`config.mk`:
```
export PLATFORM = sky130hd
export DESIGN_NAME = asrf_framer
export DESIGN_NICKNAME = d
export VERILOG_FILES = /design/src/design/asrf_pkg.sv /design/src/design/asrf_fifo.sv /design/src/design/asrf_framer.sv /design/src/design/asrf_sync.sv
export SDC_FILE = /design/constraint.sdc
export NUM_CORES = 1
export LEC_CHECK = 0
export BUFFER_PORTS_ARGS = -buffer_cell sky130_fd_sc_hd__buf_2
export CORE_ASPECT_RATIO = 1.2
export CORE_MARGIN = 3
export CORE_UTILIZATION = 40
export DETAILED_ROUTE_END_ITERATION = 10
export SETUP_SLACK_MARGIN = 0.5
export SYNTH_ARGS = -nofsm -noshare
export SYNTH_HDL_FRONTEND = slang
export SYNTH_SLANG_ARGS = --single-unit
```
`constraint.sdc`:
```
create_clock -name ref_clk -period 6.7 [get_ports ref_clk]
set_input_delay 0.335 -clock ref_clk [delete_from_list [all_inputs] [get_ports ref_clk]]
set_output_delay 0.335 -clock ref_clk [all_outputs]
set_load 0.005 [all_outputs]
```
`src/design/asrf_pkg.sv`:
```
// package of frame constants for the api status response framer
package asrf_pkg;
    localparam logic [7:0] ASRF_DELIM = 8'h7e;
    localparam logic [7:0] ASRF_TYPE_CMD_RESP = 8'h88;
    localparam logic [7:0] ASRF_TYPE_MODEM = 8'h8a;
    localparam logic [7:0] ASRF_TYPE_TX_STAT = 8'h8b;
    localparam logic [7:0] ASRF_REQ_CMD = 8'h08;
    localparam logic [7:0] ASRF_REQ_CMD_Q = 8'h09;
    localparam logic [7:0] ASRF_REQ_TX = 8'h10;
    localparam logic [7:0] ASRF_REQ_TX_EXPL = 8'h11;
    localparam logic [7:0] ASRF_FRAME_ID_NONE = 8'h00;
    localparam logic [7:0] ASRF_CKSUM_BASE = 8'hff;
    localparam logic [15:0] ASRF_ADDR_UNKNOWN = 16'hfffd;
    // command status codes
    localparam logic [7:0] ASRF_CST_OK = 8'h00;
    localparam logic [7:0] ASRF_CST_ERROR = 8'h01;
    localparam logic [7:0] ASRF_CST_INV_CMD = 8'h02;
    localparam logic [7:0] ASRF_CST_INV_PARAM = 8'h03;
    localparam logic [7:0] ASRF_CST_TX_FAIL = 8'h04;
    // modem status codes
    localparam logic [7:0] ASRF_MS_HW_RESET = 8'h00;
    localparam logic [7:0] ASRF_MS_WDT_RESET = 8'h01;
    localparam logic [7:0] ASRF_MS_JOINED = 8'h02;
    localparam logic [7:0] ASRF_MS_DISASSOC = 8'h03;
    localparam logic [7:0] ASRF_MS_COORD_START = 8'h06;
    localparam logic [7:0] ASRF_MS_KEY_UPDATE = 8'h07;
    localparam logic [7:0] ASRF_MS_VOLT_LIMIT = 8'h0d;
    localparam logic [7:0] ASRF_MS_CFG_IN_JOIN = 8'h11;
    localparam logic [7:0] ASRF_MS_STACK_ERR = 8'h80;
    // delivery status codes
    localparam logic [7:0] ASRF_DS_SUCCESS = 8'h00;
    localparam logic [7:0] ASRF_DS_MAC_ACK = 8'h01;
    localparam logic [7:0] ASRF_DS_CCA = 8'h02;
    localparam logic [7:0] ASRF_DS_BAD_EP = 8'h15;
    localparam logic [7:0] ASRF_DS_NET_ACK = 8'h21;
    localparam logic [7:0] ASRF_DS_NOT_JOINED = 8'h22;
    localparam logic [7:0] ASRF_DS_SELF = 8'h23;
    localparam logic [7:0] ASRF_DS_ADDR_NF = 8'h24;
    localparam logic [7:0] ASRF_DS_ROUTE_NF = 8'h25;
    localparam logic [7:0] ASRF_DS_BCAST_RELAY = 8'h26;
    localparam logic [7:0] ASRF_DS_BIND_IDX = 8'h2b;
    localparam logic [7:0] ASRF_DS_RESOURCE = 8'h2c;
    localparam logic [7:0] ASRF_DS_BCAST_APS = 8'h2d;
    localparam logic [7:0] ASRF_DS_APS_NO_ENC = 8'h2e;
    localparam logic [7:0] ASRF_DS_RESOURCE2 = 8'h32;
    localparam logic [7:0] ASRF_DS_TOO_LARGE = 8'h74;
    localparam logic [7:0] ASRF_DS_INDIRECT = 8'h75;
    // discovery status codes
    localparam logic [7:0] ASRF_DISC_NONE = 8'h00;
    localparam logic [7:0] ASRF_DISC_ADDR = 8'h01;
    localparam logic [7:0] ASRF_DISC_ROUTE = 8'h02;
    localparam logic [7:0] ASRF_DISC_BOTH = 8'h03;
    localparam logic [7:0] ASRF_DISC_EXT = 8'h40;
    // frame body lengths (type byte through last field)
    localparam logic [15:0] ASRF_LEN_CMD_BASE = 16'h0005;
    localparam logic [15:0] ASRF_LEN_MODEM = 16'h0002;
    localparam logic [15:0] ASRF_LEN_TX_STAT = 16'h0007;
    // byte offsets within a frame
    localparam logic [4:0] ASRF_OFS_LEN_MSB = 5'h01;
    localparam logic [4:0] ASRF_OFS_LEN_LSB = 5'h02;
    localparam logic [4:0] ASRF_OFS_TYPE = 5'h03;
    localparam logic [4:0] ASRF_OFS_ID = 5'h04;
    localparam logic [4:0] ASRF_OFS_F5 = 5'h05;
    localparam logic [4:0] ASRF_OFS_F6 = 5'h06;
    localparam logic [4:0] ASRF_OFS_F7 = 5'h07;
    localparam logic [4:0] ASRF_OFS_F8 = 5'h08;
    localparam logic [4:0] ASRF_OFS_F9 = 5'h09;
    // command data bytes at most
    localparam int ASRF_CMD_DATA_MAX = 8;
    localparam int ASRF_FIFO_DEPTH = 4;
    localparam logic [3:0] ASRF_DATA_CNT_W = 4'h4;
    typedef enum logic [2:0] {
        ASRF_KIND_CMD = 3'b001,
        ASRF_KIND_MODEM = 3'b010,
        ASRF_KIND_TX = 3'b100
    } asrf_kind_t;
endpackage

```
`src/design/asrf_fifo.sv`:
```
// small flip-flop fifo with valid and ready on both sides
`timescale 1ns/1ps
module asrf_fifo #(
    parameter int WIDTH = 8,
    parameter int DEPTH = 4
) (
    // clock and reset
    input wire logic clk,
    input wire logic rst_n,
    input wire logic ce,
    // fill side
    input wire logic in_valid,
    output logic in_ready,
    input wire logic [WIDTH-1:0] in_data,
    // drain side
    output logic out_valid,
    input wire logic out_ready,
    output logic [WIDTH-1:0] out_data
);
    localparam int AW = $clog2(DEPTH);
    logic [WIDTH-1:0] mem_q [DEPTH];
    logic [AW-1:0] wr_q;
    logic [AW-1:0] rd_q;
    logic [AW:0] cnt_q;
    logic push;
    logic pop;
    assign in_ready = (cnt_q != (AW+1)'(DEPTH));
    assign out_valid = (cnt_q != '0);
    assign out_data = mem_q[rd_q];
    assign push = in_valid && in_ready && ce;
    assign pop = out_valid && out_ready && ce;
    always_ff @(posedge clk) begin
        if (push) begin
            mem_q[wr_q] <= in_data;
        end
    end
    always_ff @(posedge clk or negedge rst_n) begin
        if (!rst_n) begin
            wr_q <= '0;
            rd_q <= '0;
            cnt_q <= '0;
        end else begin
            if (push) begin
                wr_q <= (wr_q == AW'(DEPTH-1)) ? '0 : wr_q + 1'b1;
            end
            if (pop) begin
                rd_q <= (rd_q == AW'(DEPTH-1)) ? '0 : rd_q + 1'b1;
            end
            if (push && !pop) begin
                cnt_q <= cnt_q + 1'b1;
            end else if (pop && !push) begin
                cnt_q <= cnt_q - 1'b1;
            end
        end
    end
endmodule

```
`src/design/asrf_framer.sv`:
```
// api status and response frame builder, byte stream out through a fifo
`timescale 1ns/1ps
module asrf_framer
    import asrf_pkg::*;
(
    // clock, reset, enable
    input wire logic ref_clk,
    input wire logic reset_n,
    input wire logic clk_en,
    // command response request
    input wire logic cmd_valid,
    output logic cmd_ready,
    input wire logic [7:0] cmd_frame_id,
    input wire logic [15:0] cmd_name,
    input wire logic [7:0] cmd_status,
    input wire logic cmd_has_data,
    input wire logic [3:0] cmd_data_len,
    input wire logic [63:0] cmd_data,
    // modem status request
    input wire logic modem_valid,
    output logic modem_ready,
    input wire logic [7:0] modem_code,
    // transmit status request
    input wire logic tx_valid,
    output logic tx_ready,
    input wire logic [7:0] tx_frame_id,
    input wire logic tx_ok,
    input wire logic tx_broadcast,
    input wire logic [15:0] tx_addr,
    input wire logic [7:0] tx_retries,
    input wire logic [7:0] tx_delivery,
    input wire logic [7:0] tx_discovery,
    // serial byte stream
    output logic out_valid,
    input wire logic out_ready,
    output logic [7:0] out_data,
    output logic out_last
);
    typedef enum logic [3:0] {
        ASRF_ST_IDLE = 4'b0001,
        ASRF_ST_HEAD = 4'b0010,
        ASRF_ST_DATA = 4'b0100,
        ASRF_ST_SUM = 4'b1000
    } asrf_state_t;

    logic rst_n;
    logic rst_sync_q;
    logic take;
    logic boot_pending_q;
    asrf_state_t state_q;
    asrf_kind_t kind_q;
    logic [4:0] ofs_q;
    logic [3:0] dcnt_q;
    logic [3:0] dlen_q;
    logic [7:0] sum_q;
    logic [7:0] fid_q;
    logic [15:0] word_q;
    logic [7:0] b7_q;
    logic [7:0] b8_q;
    logic [7:0] b9_q;
    logic [63:0] data_q;
    logic [15:0] len_q;
    logic [7:0] byte_c;
    logic fifo_in_ready;
    logic fifo_in_valid;
    logic fifo_out_valid;
    logic [8:0] fifo_out;
    logic emit;
    logic head_last;
    logic idle;

    // reset released through two flops so all logic leaves reset together
    asrf_sync u_rst_sync (
        .clk(ref_clk),
        .rst_n(reset_n),
        .d(1'b1),
        .q(rst_sync_q)
    );
    assign rst_n = rst_sync_q;

    assign idle = (state_q == ASRF_ST_IDLE);
    // boot status goes first, so every other source waits until it is queued
    assign modem_ready = idle && !boot_pending_q && clk_en;
    assign tx_ready = idle && !boot_pending_q && !modem_valid && clk_en;
    assign cmd_ready = idle && !boot_pending_q && !modem_valid && !tx_valid && clk_en;
    assign fifo_in_valid = !idle;
    assign emit = fifo_in_valid && fifo_in_ready && clk_en;
    assign head_last = (kind_q == ASRF_KIND_MODEM) ? (ofs_q == ASRF_OFS_ID) :
                       (kind_q == ASRF_KIND_TX) ? (ofs_q == ASRF_OFS_F9) : (ofs_q == ASRF_OFS_F7);

    // byte for the current offset
    always_comb begin
        byte_c = 8'h00;
        unique case (state_q)
            ASRF_ST_HEAD: begin
                if (ofs_q == 5'h00) begin
                    byte_c = ASRF_DELIM;
                end else if (ofs_q == ASRF_OFS_LEN_MSB) begin
                    byte_c = len_q[15:8];
                end else if (ofs_q == ASRF_OFS_LEN_LSB) begin
                    byte_c = len_q[7:0];
                end else if (ofs_q == ASRF_OFS_TYPE) begin
                    byte_c = (kind_q == ASRF_KIND_CMD) ? ASRF_TYPE_CMD_RESP :
                             (kind_q == ASRF_KIND_MODEM) ? ASRF_TYPE_MODEM : ASRF_TYPE_TX_STAT;
                end else if (ofs_q == ASRF_OFS_ID) begin
                    byte_c = fid_q;
                end else if (ofs_q == ASRF_OFS_F5) begin
                    byte_c = word_q[15:8];
                end else if (ofs_q == ASRF_OFS_F6) begin
                    byte_c = word_q[7:0];
                end else if (ofs_q == ASRF_OFS_F7) begin
                    byte_c = b7_q;
                end else if (ofs_q == ASRF_OFS_F8) begin
                    byte_c = b8_q;
                end else begin
                    byte_c = b9_q;
                end
            end
            ASRF_ST_DATA: byte_c = data_q[63:56];
            ASRF_ST_SUM: byte_c = ASRF_CKSUM_BASE - sum_q;
            default: byte_c = 8'h00;
        endcase
    end

    // boot flag: cleared once the hardware reset status is taken
    always_ff @(posedge ref_clk or negedge rst_n) begin
        if (!rst_n) begin
            boot_pending_q <= 1'b1;
        end else if (clk_en && idle && boot_pending_q) begin
            boot_pending_q <= 1'b0;
        end
    end

    // frame sequencer; each accepted event makes its own frame, except transmit and command requests with frame id zero
    always_ff @(posedge ref_clk or negedge rst_n) begin
        if (!rst_n) begin
            state_q <= ASRF_ST_IDLE;
            kind_q <= ASRF_KIND_MODEM;
            ofs_q <= 5'h00;
            dcnt_q <= 4'h0;
            dlen_q <= 4'h0;
            sum_q <= 8'h00;
            fid_q <= 8'h00;
            word_q <= 16'h0000;
            b7_q <= 8'h00;
            b8_q <= 8'h00;
            b9_q <= 8'h00;
            data_q <= 64'h0;
            len_q <= 16'h0000;
        end else if (clk_en) begin
            unique case (state_q)
                ASRF_ST_IDLE: begin
                    ofs_q <= 5'h00;
                    sum_q <= 8'h00;
                    if (boot_pending_q) begin
                        kind_q <= ASRF_KIND_MODEM;
                        fid_q <= ASRF_MS_HW_RESET;
                        len_q <= ASRF_LEN_MODEM;
                        state_q <= ASRF_ST_HEAD;
                    end else if (modem_valid) begin
                        kind_q <= ASRF_KIND_MODEM;
                        fid_q <= modem_code;
                        len_q <= ASRF_LEN_MODEM;
                        state_q <= ASRF_ST_HEAD;
                    end else if (tx_valid) begin
                        kind_q <= ASRF_KIND_TX;
                        fid_q <= tx_frame_id;
                        word_q <= (tx_ok || tx_broadcast) ? tx_addr : ASRF_ADDR_UNKNOWN;
                        b7_q <= tx_retries;
                        b8_q <= tx_broadcast ? ASRF_DS_SUCCESS : tx_delivery;
                        b9_q <= tx_discovery;
                        len_q <= ASRF_LEN_TX_STAT;
                        if (tx_frame_id != ASRF_FRAME_ID_NONE) begin
                            state_q <= ASRF_ST_HEAD;
                        end
                    end else if (cmd_valid) begin
                        kind_q <= ASRF_KIND_CMD;
                        fid_q <= cmd_frame_id;
                        word_q <= cmd_name;
                        b7_q <= cmd_status;
                        dlen_q <= cmd_has_data ? cmd_data_len : 4'h0;
                        data_q <= cmd_data;
                        len_q <= ASRF_LEN_CMD_BASE + (cmd_has_data ? {12'h000, cmd_data_len} : 16'h0000);
                        if (cmd_frame_id != ASRF_FRAME_ID_NONE) begin
                            state_q <= ASRF_ST_HEAD;
                        end
                    end
                end
                ASRF_ST_HEAD: begin
                    if (emit) begin
                        // the sum covers type byte onward only
                        if (ofs_q >= ASRF_OFS_TYPE) begin
                            sum_q <= sum_q + byte_c;
                        end
                        ofs_q <= ofs_q + 5'h01;
                        if (head_last) begin
                            dcnt_q <= 4'h0;
                            state_q <= (kind_q == ASRF_KIND_CMD && dlen_q != 4'h0) ? ASRF_ST_DATA : ASRF_ST_SUM;
                        end
                    end
                end
                ASRF_ST_DATA: begin
                    if (emit) begin
                        sum_q <= sum_q + byte_c;
                        data_q <= {data_q[55:0], 8'h00};
                        dcnt_q <= dcnt_q + 4'h1;
                        if (dcnt_q + 4'h1 == dlen_q) begin
                            state_q <= ASRF_ST_SUM;
                        end
                    end
                end
                ASRF_ST_SUM: begin
                    if (emit) begin
                        state_q <= ASRF_ST_IDLE;
                    end
                end
                default: state_q <= ASRF_ST_IDLE;
            endcase
        end
    end

    // small buffer absorbs host stalls; a full buffer stalls the sequencer
    asrf_fifo #(
        .WIDTH(9),
        .DEPTH(ASRF_FIFO_DEPTH)
    ) u_fifo (
        .clk(ref_clk),
        .rst_n(rst_n),
        .ce(clk_en),
        .in_valid(fifo_in_valid && clk_en),
        .in_ready(fifo_in_ready),
        .in_data({state_q == ASRF_ST_SUM, byte_c}),
        .out_valid(fifo_out_valid),
        .out_ready(take),
        .out_data(fifo_out)
    );

    // registered output stage; the fifo pops on every load, also into an empty stage
    assign take = clk_en && fifo_out_valid && (!out_valid || out_ready);
    always_ff @(posedge ref_clk or negedge rst_n) begin
        if (!rst_n) begin
            out_valid <= 1'b0;
            out_data <= 8'h00;
            out_last <= 1'b0;
        end else if (clk_en) begin
            if (out_valid && out_ready) begin
                out_valid <= fifo_out_valid;
                out_data <= fifo_out[7:0];
                out_last <= fifo_out[8];
            end else if (!out_valid && fifo_out_valid) begin
                out_valid <= 1'b1;
                out_data <= fifo_out[7:0];
                out_last <= fifo_out[8];
            end
        end
    end
endmodule

```
`src/design/asrf_sync.sv`:
```
// two flip-flop synchroniser with reset release
`timescale 1ns/1ps
module asrf_sync (
    // clock and reset
    input wire logic clk,
    input wire logic rst_n,
    // level
    input wire logic d,
    output logic q
);
    logic meta_q;
    always_ff @(posedge clk or negedge rst_n) begin
        if (!rst_n) begin
            meta_q <= 1'b0;
            q <= 1'b0;
        end else begin
            meta_q <= d;
            q <= meta_q;
        end
    end
endmodule

```
==> metrics.yaml <==
setup_path:
  cpPeakStageDelay_ps: 760
  critical_path.endpoint_type: "flop"
  crit_path_required_time_ps: 7090
  worstPathArrival_ps: 5020
  cp_max_fo: 20
  crit_type: "reg -> reg"
  cp_cell_sequence: "inv_1 > ha_1 > and4bb_1 > mux2_1 > mux2i_1 > o31ai_1 > nor2_1 > o41ai_1 > ha_1 > fa_1 > a21o_1 > a21oi_1 > o21bai_1 > a21oi_1 > xnor2_1 > a22o_1"
  timing.critical_path.from_type: "flop"
  critical-path-slowest-cell: "sky130_fd_sc_hd__o41ai_1"
synth:
  synthCells: 987
  ys.warnings.count: 0
  synth_adder_area_share_pct: 2.698
  synth_xor_xnor_area_share_pct: 1.872
  unique_cell_type_count_in_the_yosys_netlist: 75
  fraction_of_the_yosys_area_taken_by_sequential_cells_pct: 50.65
  synth_nets: 1174
  synthSimpleGateAreaFrac_pct: 13.94
  synth_compound_gate_area_share_pct: 14.42
  average_size_of_a_mapped_cell_um2: 10.43
  ys_async_sr_fraction_pct: 82.09
  post_synthesis_instance_area_um2: 10290
  post_synth_mux_area_share_pct: 12.05
  synth-main-ff-cell: "sky130_fd_sc_hd__dfrtp_1"
  synth_seq_cells: 201
  synth_top_family_by_area: "compound AO/OA/AOI/OAI gates"
  post_synth_edffs: 36
detailed_routing:
  remaining_number_of_nets_flagged_by_the_antenna_check_after_routing: 0
  via_count_of_the_routed_design: 7668
  initialDrtViolationCount: 438
  router_iterations_before_antenna_repair: 4
  drt-vias-per-instance: 5.192
  remaining_drc_errors: 0
  route.detailed.wl_per_inst_um: 17.04
  detail_route.wirelength_um: 25170
timing:
  fin_skew_ps: 11.30
  final-hold-violation-count: 0
  max_slew_headroom_pct: 21.79
  timing.final.crit_share_pct: 69.12
  tightestPinTransition_ps: 1173
  finalSetupViolCount: 0
  max_freq_ghz: 0.2159
  finalCriticalPeriod_ps: 4631
  grt_setup_unrepaired: "no"
  fin_setup_tns_ps: 0
  timing.final.max_slew_violations: 0
clocking:
  cts_tree: "done"
  cts.htree.levels: 1
  root_buffer: "sky130_fd_sc_hd__clkbuf_16"
  cts_setup_buffers: 0
  numCtsBuffers: 22
  clock_insertion_delay_worst_skew_ps: 500
  cts_max_path_buffers: 3
  ctsResizeCount: 0
  postCtsHoldBufs: 1
  numClockSinks: 201
  clk_transition_reported_paths_ps: 60
flow_run:
  drv.max_cap_violation_count: 0
grt:
  grt_start_max_net_pins: 129
  via_count_of_the_first_global_routing_pass: 7733
  grt_overflow: 0
  wire_length_of_the_first_global_routing_pass_um: 40550
  grt_antenna_before_repair: 2
  grt_util_all_layers_pct: 17.69
layout:
  stdcell_area_um2: 12130
  final_net_count: 1322
  num-fill-cells: 2309
  layoutNonFillerInstCount: 1477
  drive_above_1_share_pct: 24.07
  area_delta_synth_final_pct: 17.83
die:
  num_rows: 63
  fp.dieH_um: 181.7
  initial_core_util_pct: 41.19
  area_of_the_placeable_core_um2: 24990
  die-width_um: 152.4
  number_of_i_o_pins: 179
  fp.dieArea_um2: 27700
run_status:
  status: "complete, no violations"
placed_design:
  place_inst: 1435
  post_dp_cell_area_um2: 11320
  finalWeightedCongestion: 0.8731
  buffer_ports.inserted: 178
  detailedPlacementHpwl_um: 18330
power:
  ir_worst_vdd_mv: 0.1866
  power.leakage_uw: 0.005363
  post-layout-total-power_uw: 4946
  power_density_nw_per_um2: 407.8
worst_hold_path:
  hp-class: "in -> reg"
worst max-delay path: cells and delay by family (launching register included):
family                     cells  cell delay [ps]
DFF                            1              430
adders and majority gates      3             1170
buffers and inverters          1              120
AOI/OAI and AO/OA              7             1640
muxes                          2              330
xor gates and xnor gates       1              120
and+or+nand+nor                2              700
cells by family after synthesis:
| kind of cell | after synthesis |
|---|---|
| fa+ha+maj | 21 |
| compound gates | 244 |
| xor+xnor | 22 |
| other cells | 1 |
| mux | 110 |
| flops | 201 |
| simple gates | 298 |
| buf+inv | 90 |
where the power goes:
group / switching, uW / internal [uW] / leakage (uW)
logic: 793 / 648 / 0.00254
clock network: 496 / 831 / 0.000393
registers: 374 / 1800 / 0.00243
total: 1660 / 3280 / 0.00536
cell usage after synthesis (all sizes together), types with 3 or more instances:
cell type	count	area, um2
nor4	3	18.77
buf	37	242.7
xnor2	10	87.58
mux2i	80	800.8
inv	29	108.9
o221ai	12	105.1
or3b	4	35.04
nand3	14	70.07
a221oi	5	43.79
o21ai	135	679.4
and4bb	3	37.53
clkbuf	24	95.09
ha	19	237.7
and2	8	50.05
or4b	3	33.78
nand4	3	18.77
dfstp	3	78.83
dfrtp	162	4054
o41ai	3	26.28
o221a	3	33.78
nor3b	4	30.03
edfxtp	36	1081
o22ai	14	87.58
a21o	4	30.03
nor2	48	192.7
nand2	162	620.6
nor3	8	40.04
a32oi	3	26.28
nand2b	12	75.07
o21a	3	22.52
o211ai	4	30.03
xor2	12	105.1
nor4b	4	56.30
nand3b	4	30.03
mux4	9	202.7
a21oi	34	170.2
nor2b	4	25.02
mux2	21	236.5
o31ai	9	81.33
a22o	5	43.79
or3	5	31.28
flip-flops by register name (all words and copies together) (netlist names):
name and flops:
data_q 64, out_valid 1, state_q 4, len_q 5, u_fifo.cnt_q 3, dlen_q 4
b8_q 8, kind_q 3, word_q 16, u_fifo.mem_q 36, fid_q 8, u_fifo.rd_q 2
u_fifo.wr_q 2, out_data 8, dcnt_q 4, u_rst_sync.q 1, ofs_q 5, boot_pending_q 1
b7_q 8, out_last 1, u_rst_sync.meta_q 1, sum_q 8, b9_q 8
layout make-up:
class                           instances  area (um2)  share of cell area (%)
Clock inverter                         14       200.2                   1.651
Clock buffer                           26       596.8                   4.921
Antenna cell                            1       2.502                 0.02063
Inverter                               29       108.9                  0.8975
Tap cell                              325       406.6                   3.353
Sequential cell                       201        5218                   43.02
Timing Repair Buffer                  185       945.9                   7.799
Multi-Input combinational cell        696        4651                   38.34
worst paths after layout:
| path | startpoint | endpoint | slack, ps | cells after the start |
|---|---|---|---|---|
| max in group asynchronous | u_rst_sync.q | data_q[48] | 4980 | 1 |
| worst max-delay path | ofs_q[0] | sum_q[6] | 2070 | 16 |
| min in group asynchronous | reset_n | u_rst_sync.q | 150 | 2 |
| worst min register to register | u_rst_sync.q | word_q[12] | 300 | 0 |
| worst min-delay path | cmd_data[2] | data_q[2] | 60 | 3 |
| worst max register to register | ofs_q[0] | sum_q[6] | 2070 | 16 |
per-stage QoR:
stage | utilization (%) | setup slack, ps | hold slack (ps)
final | 48.54 | 2069 | 62.61
after global routing | 48.54 | 1672 | 63.38
after CTS | 48.53 | 2111 | 47.45
after detailed placement | 45.30 | 2133 | 128.5
after global placement | 45.30 | 2235 | 126.5
after floorplan | - | 1767 | 39.41
cells in the final DEF, fill, tap and decap left out, types with 9 or more instances in the layout:
cell type / count
sky130_fd_sc_hd__buf_2: 178
sky130_fd_sc_hd__dfrtp_1: 161
sky130_fd_sc_hd__nand2_1: 158
sky130_fd_sc_hd__o21ai_0: 109
sky130_fd_sc_hd__mux2i_1: 80
sky130_fd_sc_hd__nor2_1: 45
sky130_fd_sc_hd__edfxtp_1: 36
sky130_fd_sc_hd__a21oi_1: 34
sky130_fd_sc_hd__inv_1: 29
sky130_fd_sc_hd__o21ai_1: 24
sky130_fd_sc_hd__clkbuf_16: 23
sky130_fd_sc_hd__mux2_2: 20
sky130_fd_sc_hd__ha_1: 19
sky130_fd_sc_hd__nand3_1: 14
sky130_fd_sc_hd__o22ai_1: 14
sky130_fd_sc_hd__nand2b_1: 12
sky130_fd_sc_hd__o221ai_1: 12
sky130_fd_sc_hd__xor2_1: 12
sky130_fd_sc_hd__xnor2_1: 10
sky130_fd_sc_hd__mux4_2: 9
metal layers:
layer / track usage (%) / vias up / part of all wire [%]
li1: - / 3832 / -
met1: 23.97 / 3593 / 44
met2: 29.73 / 202 / 48
met3: 3.004 / 39 / 5.6
met4: 4.563 / 2 / 2.3
met5: 0 / - / 0.052
No activity file was read; power rests on OpenSTA's default activity.
